$ cat src/rtl/meter_map_defines.svh
`ifndef METER_MAP_DEFINES_SVH
`define METER_MAP_DEFINES_SVH
// Operation
// - keep address of last successful access.
// - capture data of each 16-bit transfer.
// - capture data of each 8-bit transfer.
// - record whether last access was read/write.
// - slot address drives select pin under SPI.
// - 10-bit registers sent with six zero MSBs.
// - 24/20-bit registers zero padded to 32.
// - 24-bit signed registers sign extended to 32.
// - signed is two's complement, unsigned binary.
// - read-only ignores writes; read/write accepts both.
// - phase B/C trims: 10-bit, signed, reset zero.
// - pulse latch interval count resets to one.
// - peak and sag windows reset to zero.
// - line accumulation 0x78, measurement setup 0x1C.
// - overcurrent level resets to 0x07.
// - sleep mode one setup resets to zero.
`define ADDR_PHB_TRIM 16'he615
`define ADDR_PHC_TRIM 16'he616
`define ADDR_POLARITY 16'he617
`define ADDR_SETUP_WORD 16'he618
`define ADDR_RSVD0_LO 16'he619
`define ADDR_RSVD0_HI 16'he6fd
`define ADDR_LAST_LOC 16'he6fe
`define ADDR_LAST_HALF 16'he6ff
`define ADDR_MEAS 16'he700
`define ADDR_ACCUM 16'he701
`define ADDR_LINE 16'he702
`define ADDR_PEAK 16'he703
`define ADDR_SAG 16'he704
`define ADDR_PULSE 16'he705
`define ADDR_CAPTURE 16'he706
`define ADDR_REVISION 16'he707
`define ADDR_RSVD1_LO 16'he708
`define ADDR_RSVD1_HI 16'he73f
`define ADDR_FILTER 16'he740
`define ADDR_RSVD2_LO 16'he741
`define ADDR_RSVD2_HI 16'he7fb
`define ADDR_LAST_BYTE 16'he7fc
`define ADDR_LAST_KIND 16'he7fd
`define ADDR_SEL_SLOT 16'hebff
`define ADDR_OC_LEVEL 16'hec00
`define ADDR_SLEEP1 16'hec01
`define RST_TRIM 10'h000
`define RST_SETUP_WORD 16'h0000
`define RST_MEAS 8'h1c
`define RST_ACCUM 8'h00
`define RST_LINE 8'h78
`define RST_PEAK 8'h00
`define RST_SAG 8'h00
`define RST_PULSE 8'h01
`define RST_CAPTURE 8'h00
`define RST_FILTER 8'h00
`define RST_OC_LEVEL 8'h07
`define RST_SLEEP1 8'h00
`define KIND_READ 8'h35
`define KIND_WRITE 8'hca
`define SEL_LEVEL_BIT 0
`define SEL_DRIVE_BIT 1
`endif

$ cat src/rtl/meter_map_pkg.sv
package meter_map_pkg;
    typedef enum logic [5:0] {
        FMT_8 = 6'h01,
        FMT_16 = 6'h02,
        FMT_16ZP = 6'h04,
        FMT_32ZP24 = 6'h08,
        FMT_32ZP20 = 6'h10,
        FMT_32SE = 6'h20
    } fmt_t;

    function automatic logic [31:0] pad_value(input fmt_t f, input logic [23:0] v);
        logic [31:0] r;
        r = 32'h0;
        case (f)
            FMT_8: r = {24'h0, v[7:0]};
            FMT_16: r = {16'h0, v[15:0]};
            FMT_16ZP: r = {22'h0, v[9:0]};
            FMT_32ZP24: r = {8'h0, v};
            FMT_32ZP20: r = {12'h0, v[19:0]};
            FMT_32SE: r = {{8{v[23]}}, v};
            default: r = 32'h0;
        endcase
        return r;
    endfunction: pad_value
endpackage: meter_map_pkg

$ cat src/rtl/access_track_if.sv
`timescale 1ns/1ns
`default_nettype none
interface access_track_if;
    import meter_map_pkg::*;
    logic commit;
    logic isWrite;
    logic [15:0] addr;
    fmt_t fmt;
    logic [31:0] data;
    logic [15:0] lastAddr;
    logic [15:0] lastHalf;
    logic [7:0] lastByte;
    logic [7:0] lastKind;
    modport owner (output commit, isWrite, addr, fmt, data,
        input lastAddr, lastHalf, lastByte, lastKind);
    modport tracker (input commit, isWrite, addr, fmt, data,
        output lastAddr, lastHalf, lastByte, lastKind);
endinterface: access_track_if
`default_nettype wire

$ cat src/rtl/last_access_tracker.sv
`timescale 1ns/1ns
`default_nettype none
`include "meter_map_defines.svh"
module last_access_tracker (
    // clock and reset
    input wire logic clk,
    input wire logic rstn,
    // access events
    access_track_if.tracker trk
);
    import meter_map_pkg::*;

    always_ff @(posedge clk) begin
        if (!rstn) begin
            trk.lastAddr <= 16'h0000;
            trk.lastKind <= 8'h00;
        end else if (trk.commit) begin
            trk.lastAddr <= trk.addr;
            trk.lastKind <= trk.isWrite ? `KIND_WRITE : `KIND_READ;
        end
    end

    always_ff @(posedge clk) begin
        if (!rstn) begin
            trk.lastHalf <= 16'h0000;
            trk.lastByte <= 8'h00;
        end else if (trk.commit) begin
            if (trk.fmt == FMT_16 || trk.fmt == FMT_16ZP) begin
                trk.lastHalf <= trk.data[15:0];
            end
            if (trk.fmt == FMT_8) begin
                trk.lastByte <= trk.data[7:0];
            end
        end
    end
endmodule: last_access_tracker
`default_nettype wire

$ cat src/rtl/meter_register_map_tail.sv
`timescale 1ns/1ns
`default_nettype none
`include "meter_map_defines.svh"
module meter_register_map_tail #(
    // arbitrary neutral value
    parameter logic [7:0] DIE_REVISION = 8'h01
) (
    // clock and reset
    input wire logic clk,
    input wire logic rstn,
    // register access
    input wire logic accStrobe,
    input wire logic accWrite,
    input wire logic accAbort,
    input wire logic [15:0] accAddr,
    input wire logic [31:0] accWdata,
    // read answer
    output logic rdValid,
    output logic [31:0] rdData,
    output meter_map_pkg::fmt_t rdFormat,
    // lower bank pass-through
    input wire logic lowerHit,
    input wire logic [23:0] lowerData,
    input wire meter_map_pkg::fmt_t lowerFormat,
    // device state
    input wire logic [15:0] powerSign,
    input wire logic spiActive,
    // configuration out
    output logic [9:0] phaseBTrim,
    output logic [9:0] phaseCTrim,
    output logic [15:0] setupWord,
    output logic [7:0] measSetup,
    output logic [7:0] accumSetup,
    output logic [7:0] lineAccum,
    output logic [7:0] peakWindow,
    output logic [7:0] sagWindow,
    output logic [7:0] pulseInterval,
    output logic [7:0] captureSetup,
    output logic [7:0] filterSetup,
    output logic [7:0] ocLevel,
    output logic [7:0] sleepOneSetup,
    // select or capture active pin
    output logic selPinOut,
    output logic selPinOe
);
    import meter_map_pkg::*;

    logic wrOk;
    logic rdOk;
    logic mapHit;
    logic rsvdHit;
    logic [23:0] rawValue;
    fmt_t curFmt;
    logic [31:0] xferValue;
    logic selLevel;
    logic selDrive;

    access_track_if trk ();

    assign wrOk = accStrobe && accWrite && !accAbort;
    assign rdOk = accStrobe && !accWrite && !accAbort;

    function automatic logic hitWr(input logic [15:0] a);
        return wrOk && accAddr == a;
    endfunction: hitWr

    assign rsvdHit = (accAddr >= `ADDR_RSVD0_LO && accAddr <= `ADDR_RSVD0_HI)
        || (accAddr >= `ADDR_RSVD1_LO && accAddr <= `ADDR_RSVD1_HI)
        || (accAddr >= `ADDR_RSVD2_LO && accAddr <= `ADDR_RSVD2_HI);

    always_ff @(posedge clk) begin
        if (!rstn) begin
            phaseBTrim <= `RST_TRIM;
        end else if (hitWr(`ADDR_PHB_TRIM)) begin
            phaseBTrim <= accWdata[9:0];
        end
    end

    always_ff @(posedge clk) begin
        if (!rstn) begin
            phaseCTrim <= `RST_TRIM;
        end else if (hitWr(`ADDR_PHC_TRIM)) begin
            phaseCTrim <= accWdata[9:0];
        end
    end

    always_ff @(posedge clk) begin
        if (!rstn) begin
            setupWord <= `RST_SETUP_WORD;
        end else if (hitWr(`ADDR_SETUP_WORD)) begin
            setupWord <= accWdata[15:0];
        end
    end

    always_ff @(posedge clk) begin
        if (!rstn) begin
            measSetup <= `RST_MEAS;
        end else if (hitWr(`ADDR_MEAS)) begin
            measSetup <= accWdata[7:0];
        end
    end

    always_ff @(posedge clk) begin
        if (!rstn) begin
            accumSetup <= `RST_ACCUM;
        end else if (hitWr(`ADDR_ACCUM)) begin
            accumSetup <= accWdata[7:0];
        end
    end

    always_ff @(posedge clk) begin
        if (!rstn) begin
            lineAccum <= `RST_LINE;
        end else if (hitWr(`ADDR_LINE)) begin
            lineAccum <= accWdata[7:0];
        end
    end

    always_ff @(posedge clk) begin
        if (!rstn) begin
            peakWindow <= `RST_PEAK;
        end else if (hitWr(`ADDR_PEAK)) begin
            peakWindow <= accWdata[7:0];
        end
    end

    always_ff @(posedge clk) begin
        if (!rstn) begin
            sagWindow <= `RST_SAG;
        end else if (hitWr(`ADDR_SAG)) begin
            sagWindow <= accWdata[7:0];
        end
    end

    always_ff @(posedge clk) begin
        if (!rstn) begin
            pulseInterval <= `RST_PULSE;
        end else if (hitWr(`ADDR_PULSE)) begin
            pulseInterval <= accWdata[7:0];
        end
    end

    always_ff @(posedge clk) begin
        if (!rstn) begin
            captureSetup <= `RST_CAPTURE;
        end else if (hitWr(`ADDR_CAPTURE)) begin
            captureSetup <= accWdata[7:0];
        end
    end

    always_ff @(posedge clk) begin
        if (!rstn) begin
            filterSetup <= `RST_FILTER;
        end else if (hitWr(`ADDR_FILTER)) begin
            filterSetup <= accWdata[7:0];
        end
    end

    always_ff @(posedge clk) begin
        if (!rstn) begin
            ocLevel <= `RST_OC_LEVEL;
        end else if (hitWr(`ADDR_OC_LEVEL)) begin
            ocLevel <= accWdata[7:0];
        end
    end

    always_ff @(posedge clk) begin
        if (!rstn) begin
            sleepOneSetup <= `RST_SLEEP1;
        end else if (hitWr(`ADDR_SLEEP1)) begin
            sleepOneSetup <= accWdata[7:0];
        end
    end

    always_ff @(posedge clk) begin
        if (!rstn) begin
            selLevel <= 1'b1;
            selDrive <= 1'b0;
        end else if (hitWr(`ADDR_SEL_SLOT) && spiActive) begin
            selLevel <= accWdata[`SEL_LEVEL_BIT];
            selDrive <= accWdata[`SEL_DRIVE_BIT];
        end
    end

    // pin released whenever another port owns it
    assign selPinOut = selLevel;
    assign selPinOe = selDrive && spiActive;

    always_comb begin
        rawValue = 24'h0;
        curFmt = FMT_8;
        mapHit = 1'b1;
        case (accAddr)
            `ADDR_PHB_TRIM: begin
                rawValue = {14'h0, phaseBTrim};
                curFmt = FMT_16ZP;
            end
            `ADDR_PHC_TRIM: begin
                rawValue = {14'h0, phaseCTrim};
                curFmt = FMT_16ZP;
            end
            `ADDR_POLARITY: begin
                rawValue = {8'h0, powerSign};
                curFmt = FMT_16;
            end
            `ADDR_SETUP_WORD: begin
                rawValue = {8'h0, setupWord};
                curFmt = FMT_16;
            end
            `ADDR_LAST_LOC: begin
                rawValue = {8'h0, trk.lastAddr};
                curFmt = FMT_16;
            end
            `ADDR_LAST_HALF: begin
                rawValue = {8'h0, trk.lastHalf};
                curFmt = FMT_16;
            end
            `ADDR_MEAS: rawValue = {16'h0, measSetup};
            `ADDR_ACCUM: rawValue = {16'h0, accumSetup};
            `ADDR_LINE: rawValue = {16'h0, lineAccum};
            `ADDR_PEAK: rawValue = {16'h0, peakWindow};
            `ADDR_SAG: rawValue = {16'h0, sagWindow};
            `ADDR_PULSE: rawValue = {16'h0, pulseInterval};
            `ADDR_CAPTURE: rawValue = {16'h0, captureSetup};
            `ADDR_REVISION: rawValue = {16'h0, DIE_REVISION};
            `ADDR_FILTER: rawValue = {16'h0, filterSetup};
            `ADDR_LAST_BYTE: rawValue = {16'h0, trk.lastByte};
            `ADDR_LAST_KIND: rawValue = {16'h0, trk.lastKind};
            `ADDR_SEL_SLOT: rawValue = 24'h0;
            `ADDR_OC_LEVEL: rawValue = {16'h0, ocLevel};
            `ADDR_SLEEP1: rawValue = {16'h0, sleepOneSetup};
            default: begin
                // lower range is answered from outside
                mapHit = 1'b0;
                rawValue = lowerHit ? lowerData : 24'h0;
                curFmt = lowerHit ? lowerFormat : FMT_8;
            end
        endcase
    end

    always_comb begin
        if (accWrite) begin
            xferValue = pad_value(curFmt, accWdata[23:0]);
        end else begin
            xferValue = pad_value(curFmt, rawValue);
        end
    end

    // read answer one cycle after the strobe
    always_ff @(posedge clk) begin
        if (!rstn) begin
            rdValid <= 1'b0;
            rdData <= 32'h0;
            rdFormat <= FMT_8;
        end else begin
            rdValid <= rdOk;
            if (rdOk) begin
                rdData <= xferValue;
                rdFormat <= curFmt;
            end
        end
    end

    assign trk.commit = accStrobe && !accAbort && (mapHit || lowerHit) && !rsvdHit;
    assign trk.isWrite = accWrite;
    assign trk.addr = accAddr;
    assign trk.fmt = curFmt;
    assign trk.data = xferValue;

    last_access_tracker u_tracker (
        .clk(clk),
        .rstn(rstn),
        .trk(trk)
    );
endmodule: meter_register_map_tail
`default_nettype wire

$ cat config.mk
export PLATFORM = sky130hd
export DESIGN_NAME = meter_register_map_tail
export DESIGN_NICKNAME = d
export VERILOG_FILES = /design/src/rtl/meter_map_pkg.sv /design/src/rtl/access_track_if.sv /design/src/rtl/last_access_tracker.sv /design/src/rtl/meter_register_map_tail.sv
export VERILOG_INCLUDE_DIRS = /design/src /design/src/rtl
export SDC_FILE = /design/constraint.sdc
export NUM_CORES = 1
export LEC_CHECK = 0
export BUFFER_PORTS_ARGS = -buffer_cell sky130_fd_sc_hd__buf_2
export CAP_MARGIN = 40
export CORE_MARGIN = 2
export CORE_UTILIZATION = 54
export CTS_BUF_LIST = sky130_fd_sc_hd__clkbuf_2
export DETAILED_ROUTE_END_ITERATION = 10
export GPL_ROUTABILITY_DRIVEN = 0
export PLACE_DENSITY_LB_ADDON = 0.3
export SYNTH_ARGS = -nofsm -noshare
export SYNTH_HDL_FRONTEND = slang
export SYNTH_SLANG_ARGS = --single-unit
export TNS_END_PERCENT = 10
$ cat constraint.sdc
create_clock -name clk -period 3.23 [get_ports clk]
set_input_delay 0.323 -clock clk [delete_from_list [all_inputs] [get_ports clk]]
set_output_delay 0.323 -clock clk [all_outputs]
set_load 0.02 [all_outputs]
==> metrics.log <==
[metrics] outcome: completed
[metrics] Warnings, synthesis: 0
[metrics] area post-placement: 10,500 sq um
[metrics] summed instance area of the synthesized netlist: between 8000 and 9000 sq um
[metrics] minimum hold slack: approximately 0.043 ns
[metrics] launching point of the worst reg2reg path: lineAccum[4]
[metrics] sequential area share after synthesis: 0.430
[metrics] distinct cell type count after synthesis: 68
[metrics] largest net degree at the start of global routing: 83
[metrics] Final ANT Viol Nets: 0
[metrics] post-layout total power: 0.00407 W
[metrics] most used cells in the layout excluding fill and tap cells: nand2_1, buf_2, dfxtp_1
[metrics] worst min-delay path category: in2reg
[metrics] sequence of cells on the critical path: dlygate4sd3_1 > buf_2 > nand4b_1 > buf_4 > nor4_4 > o21a_2 > nor3_1 > a211o_1 > or2_1 > buf_4 > o41ai_1 > dlygate4sd3_1
[metrics] drt initial violations: roughly 1,400
[metrics] Net count, final: ~1,500
[metrics] r2r setup slk: 1.34 ns
[metrics] area taken by flip-flops and latches: 3840 sq um
[metrics] H-tree Lvls: 4
[metrics] average via count per standard cell: 6.29
[metrics] Async S/R FF share, synth: 0
[metrics] Layout Skew: between 0.03 and 0.04 ns
[metrics] total wirelength of the detailed-routed design: 34,300 um
[metrics] HPWL after DPL: between 20,000 and 25,000 um
[metrics] clock buffer count from CTS: 17
[metrics] Required @ worst endpoint: roughly 4.0 ns
[metrics] residual overflow from global routing: 0
[metrics] area of the core: around 16,000 sq um
[metrics] Slowest cell on crit path: dlygate4sd3_1
[metrics] die height: between 100 and 150 um
[metrics] wire length of the first global-routing pass: around 52,000 um
[metrics] fill cell total of the finished layout: 1,333
[metrics] worst IR drop on VDD: roughly 0.22 mV
[metrics] max-cap check violation count: 0
[metrics] Layout area overhead: 27.8%
[metrics] maximum clock frequency: around 320 MHz
[metrics] delay of the slowest critical-path stage: roughly 0.61 ns
[metrics] kind of start point of the critical path: primary input
[metrics] DR WL/cell: 20.8 um
[metrics] category of the critical setup timing path: in2reg
[metrics] critical path data arrival time: 3.94 ns
[metrics] power spent charging and discharging nets: 0.00114 W
[metrics] logic depth of the worst register-to-register path: 6
[metrics] largest fanout on the critical path: 13
[metrics] Int Pwr: approximately 0.003 W
[metrics] width of the die: about 130 um
[metrics] endpoint type of the worst setup path: register
[metrics] fin crit share: 0.981
[metrics] Pwr Density: 356 nW/um^2
[metrics] number of flops mapped to enable cells by yosys: 0
[metrics] clock latency of the later-clocked register in the worst-skew pair: 0.82 ns
[metrics] Post-Syn Instances: ~1,100
[metrics] switch share: 0.281
[metrics] primary flip-flop cell chosen by synthesis mapping: dfxtp_1
[metrics] share of layout cells above drive strength 1: 0.260
[metrics] synth top area cells: dfxtp_1, nand2_1, a21oi_1
[metrics] number of antenna violations at the first check in global routing: 3
[metrics] area leader, netlist: dfxtp_1
[metrics] die area: 17,600 sq um
[metrics] CTS max path bufs: 2
[metrics] transition time at the pin with the least slew margin: around 0.72 ns
[metrics] sink of the worst hold path: rdData[1]
[metrics] post-synthesis sequential element count: 192
[metrics] Clock power frac: 0.310
[metrics] number of nets in the synthesized netlist: approximately 1,200
[metrics] crit path time final: around 3.2 ns
[metrics] Pre-antenna DRT Iters: 8
[metrics] final slew viol count: 0
[metrics] fin area: 11,400 sq um
[metrics] clock tree sinks: about 190
[metrics] initial core utilization: 0.545
[metrics] area share of the leading cell type in the synthesized netlist: 0.430
[metrics] detailed-route via count: between 10,000 and 15,000
[metrics] num ports: 258
[metrics] Clk pin slew, worst setup/hold paths: around 0.28 ns
[metrics] capturing point of the worst reg2reg path: u_tracker.trk.lastByte[4]
[metrics] number of hold violations in the final report: 0
[metrics] number of remaining DRC errors: 0
[metrics] combined area of the multi-input logic cells: 4710 sq um
[metrics] leakage power: roughly 4.7 nW
[metrics] FP Rows: 47
[metrics] Logic pwr share: 0.100
[metrics] most common library cell in the layout ignoring fill and taps: nand2_1
[metrics] count of port buffers added during placement: ~240
[metrics] clock tree from TritonCTS: yes
[metrics] via count of the first global-routing pass: approximately 9,500
[metrics] number of stages on the worst hold path: 5
[metrics] total track usage: 0.375
[metrics] total setup violations reported at the end of the flow: 0
[metrics] share of total power in sequential cells: 0.590
[metrics] average footprint of a synthesized cell: roughly 8.0 sq um
[metrics] clock tree root driver cell: clkbuf_2
[metrics] critical hold path startpoint: lowerData[1]
[metrics] normalized max-slew margin: 0.514
[cell families (layout without fill, tap and decap cells)]
group                  after synthesis  count (layout)  share of synthesized area
AO/OA/AOI/OAI                      300             300                      0.222
XOR/XNOR                             3               3                    0.00294
buffers and inverters               92             405                     0.0463
flip-flops                         192             192                      0.430
multiplexers                        28              28                     0.0316
other                                0               2                          0
AND/OR/NAND/NOR                    498             498                      0.267
[power groups by stage]
stage / Clock, W / Combinational [W] / Sequential, W
floorplan: 0 / 0.000176 / 0.00245
global placement: 0 / 0.000327 / 0.00244
detailed placement: 0 / 0.000330 / 0.00244
CTS: 0.00125 / 0.000390 / 0.00240
global route: 0.00136 / 0.000428 / 0.00241
finish: 0.00126 / 0.000406 / 0.00240
[metal layers]
metal | share of wire | wire, um | GRT usage
met3 | 0.13 | 4400 | 0.101
met1 | 0.37 | 12800 | 0.479
met5 | 0 | 0 | 0
met2 | 0.44 | 15200 | 0.580
met4 | 0.053 | 1830 | 0.201
[registers in the layout, indices dropped and copies added, names as in the netlist, 10 cells and up]
| name | count |
|---|---|
| rdData | 25 |
| setupWord | 16 |
| u_tracker.trk.lastAddr | 16 |
| u_tracker.trk.lastHalf | 16 |
| phaseBTrim | 10 |
| phaseCTrim | 10 |
[synth_stat cells (5+ instances only)]
| cell type | instances |
|---|---|
| nand4_1 | 19 |
| and3_1 | 7 |
| mux2i_1 | 26 |
| o21ai_0 | 26 |
| a221oi_1 | 17 |
| a211oi_1 | 6 |
| nand2_1 | 255 |
| o21a_1 | 8 |
| a222oi_1 | 16 |
| nand3_1 | 49 |
| nor2_1 | 69 |
| nor3_1 | 17 |
| a21oi_1 | 139 |
| a22o_1 | 16 |
| o41ai_1 | 5 |
| inv_1 | 5 |
| dfxtp_1 | 192 |
| a22oi_1 | 33 |
| buf_4 | 7 |
| buf_2 | 10 |
| nor4_1 | 15 |
| and2_1 | 9 |
| or3_1 | 10 |
| clkbuf_1 | 63 |
[area by class of cell]
| class | count | area share |
|---|---|---|
| antenna | 2 | 0.000438 |
| multi-input combinational | 829 | 0.412 |
| sequential | 192 | 0.336 |
| clock buffer | 18 | 0.00789 |
| clock inverter | 14 | 0.0137 |
| inverter | 6 | 0.00219 |
| timing repair buffer | 367 | 0.203 |
| tap | 220 | 0.0241 |
[timing repair]
| action | in CTS | in global routing |
|---|---|---|
| buffers inserted | 0 | 3 |
| hold endpoints to repair | 166 | 1 |
| resized for setup | 0 | 4 |
| hold buffers | 61 | 1 |
| endpoints found under the setup margin | 0 | 1 |
[how the worst max path moves through the flow]
| stage | start | endpoint |
|---|---|---|
| finish | accAddr[12] | u_tracker.trk.lastHalf[14] |
| global route | accAddr[12] | u_tracker.trk.lastHalf[14] |
| CTS | accAddr[14] | u_tracker.trk.lastHalf[14] |
| detailed placement | accAddr[5] | u_tracker.trk.lastHalf[13] |
| global placement | accAddr[6] | rdData[12] |
| floorplan | accAddr[6] | u_tracker.trk.lastHalf[11] |
[metrics by stage]
| stage | instances | setup TNS, ns | worst slack [ns] | util |
|---|---|---|---|---|
| floorplan | 1113 | 0 | 0.287 | - |
| global placement | 1549 | 0 | 0.190 | 0.641 |
| detailed placement | 1549 | 0 | 0.117 | 0.641 |
| CTS | 1642 | 0 | 0.119 | 0.693 |
| global route | 1648 | -0.00300 | -0.00300 | 0.696 |
| finish | 1648 | 0 | 0.0625 | 0.696 |
[worst max-delay path: cells and delay by family]
kind | cells | cell delay, ns
AND/OR/NAND/NOR | 4 | 0.95
AO/OA/AOI/OAI | 3 | 0.91
buffers and inverters | 5 | 1.75
Power figures use the tool's default switching activity.
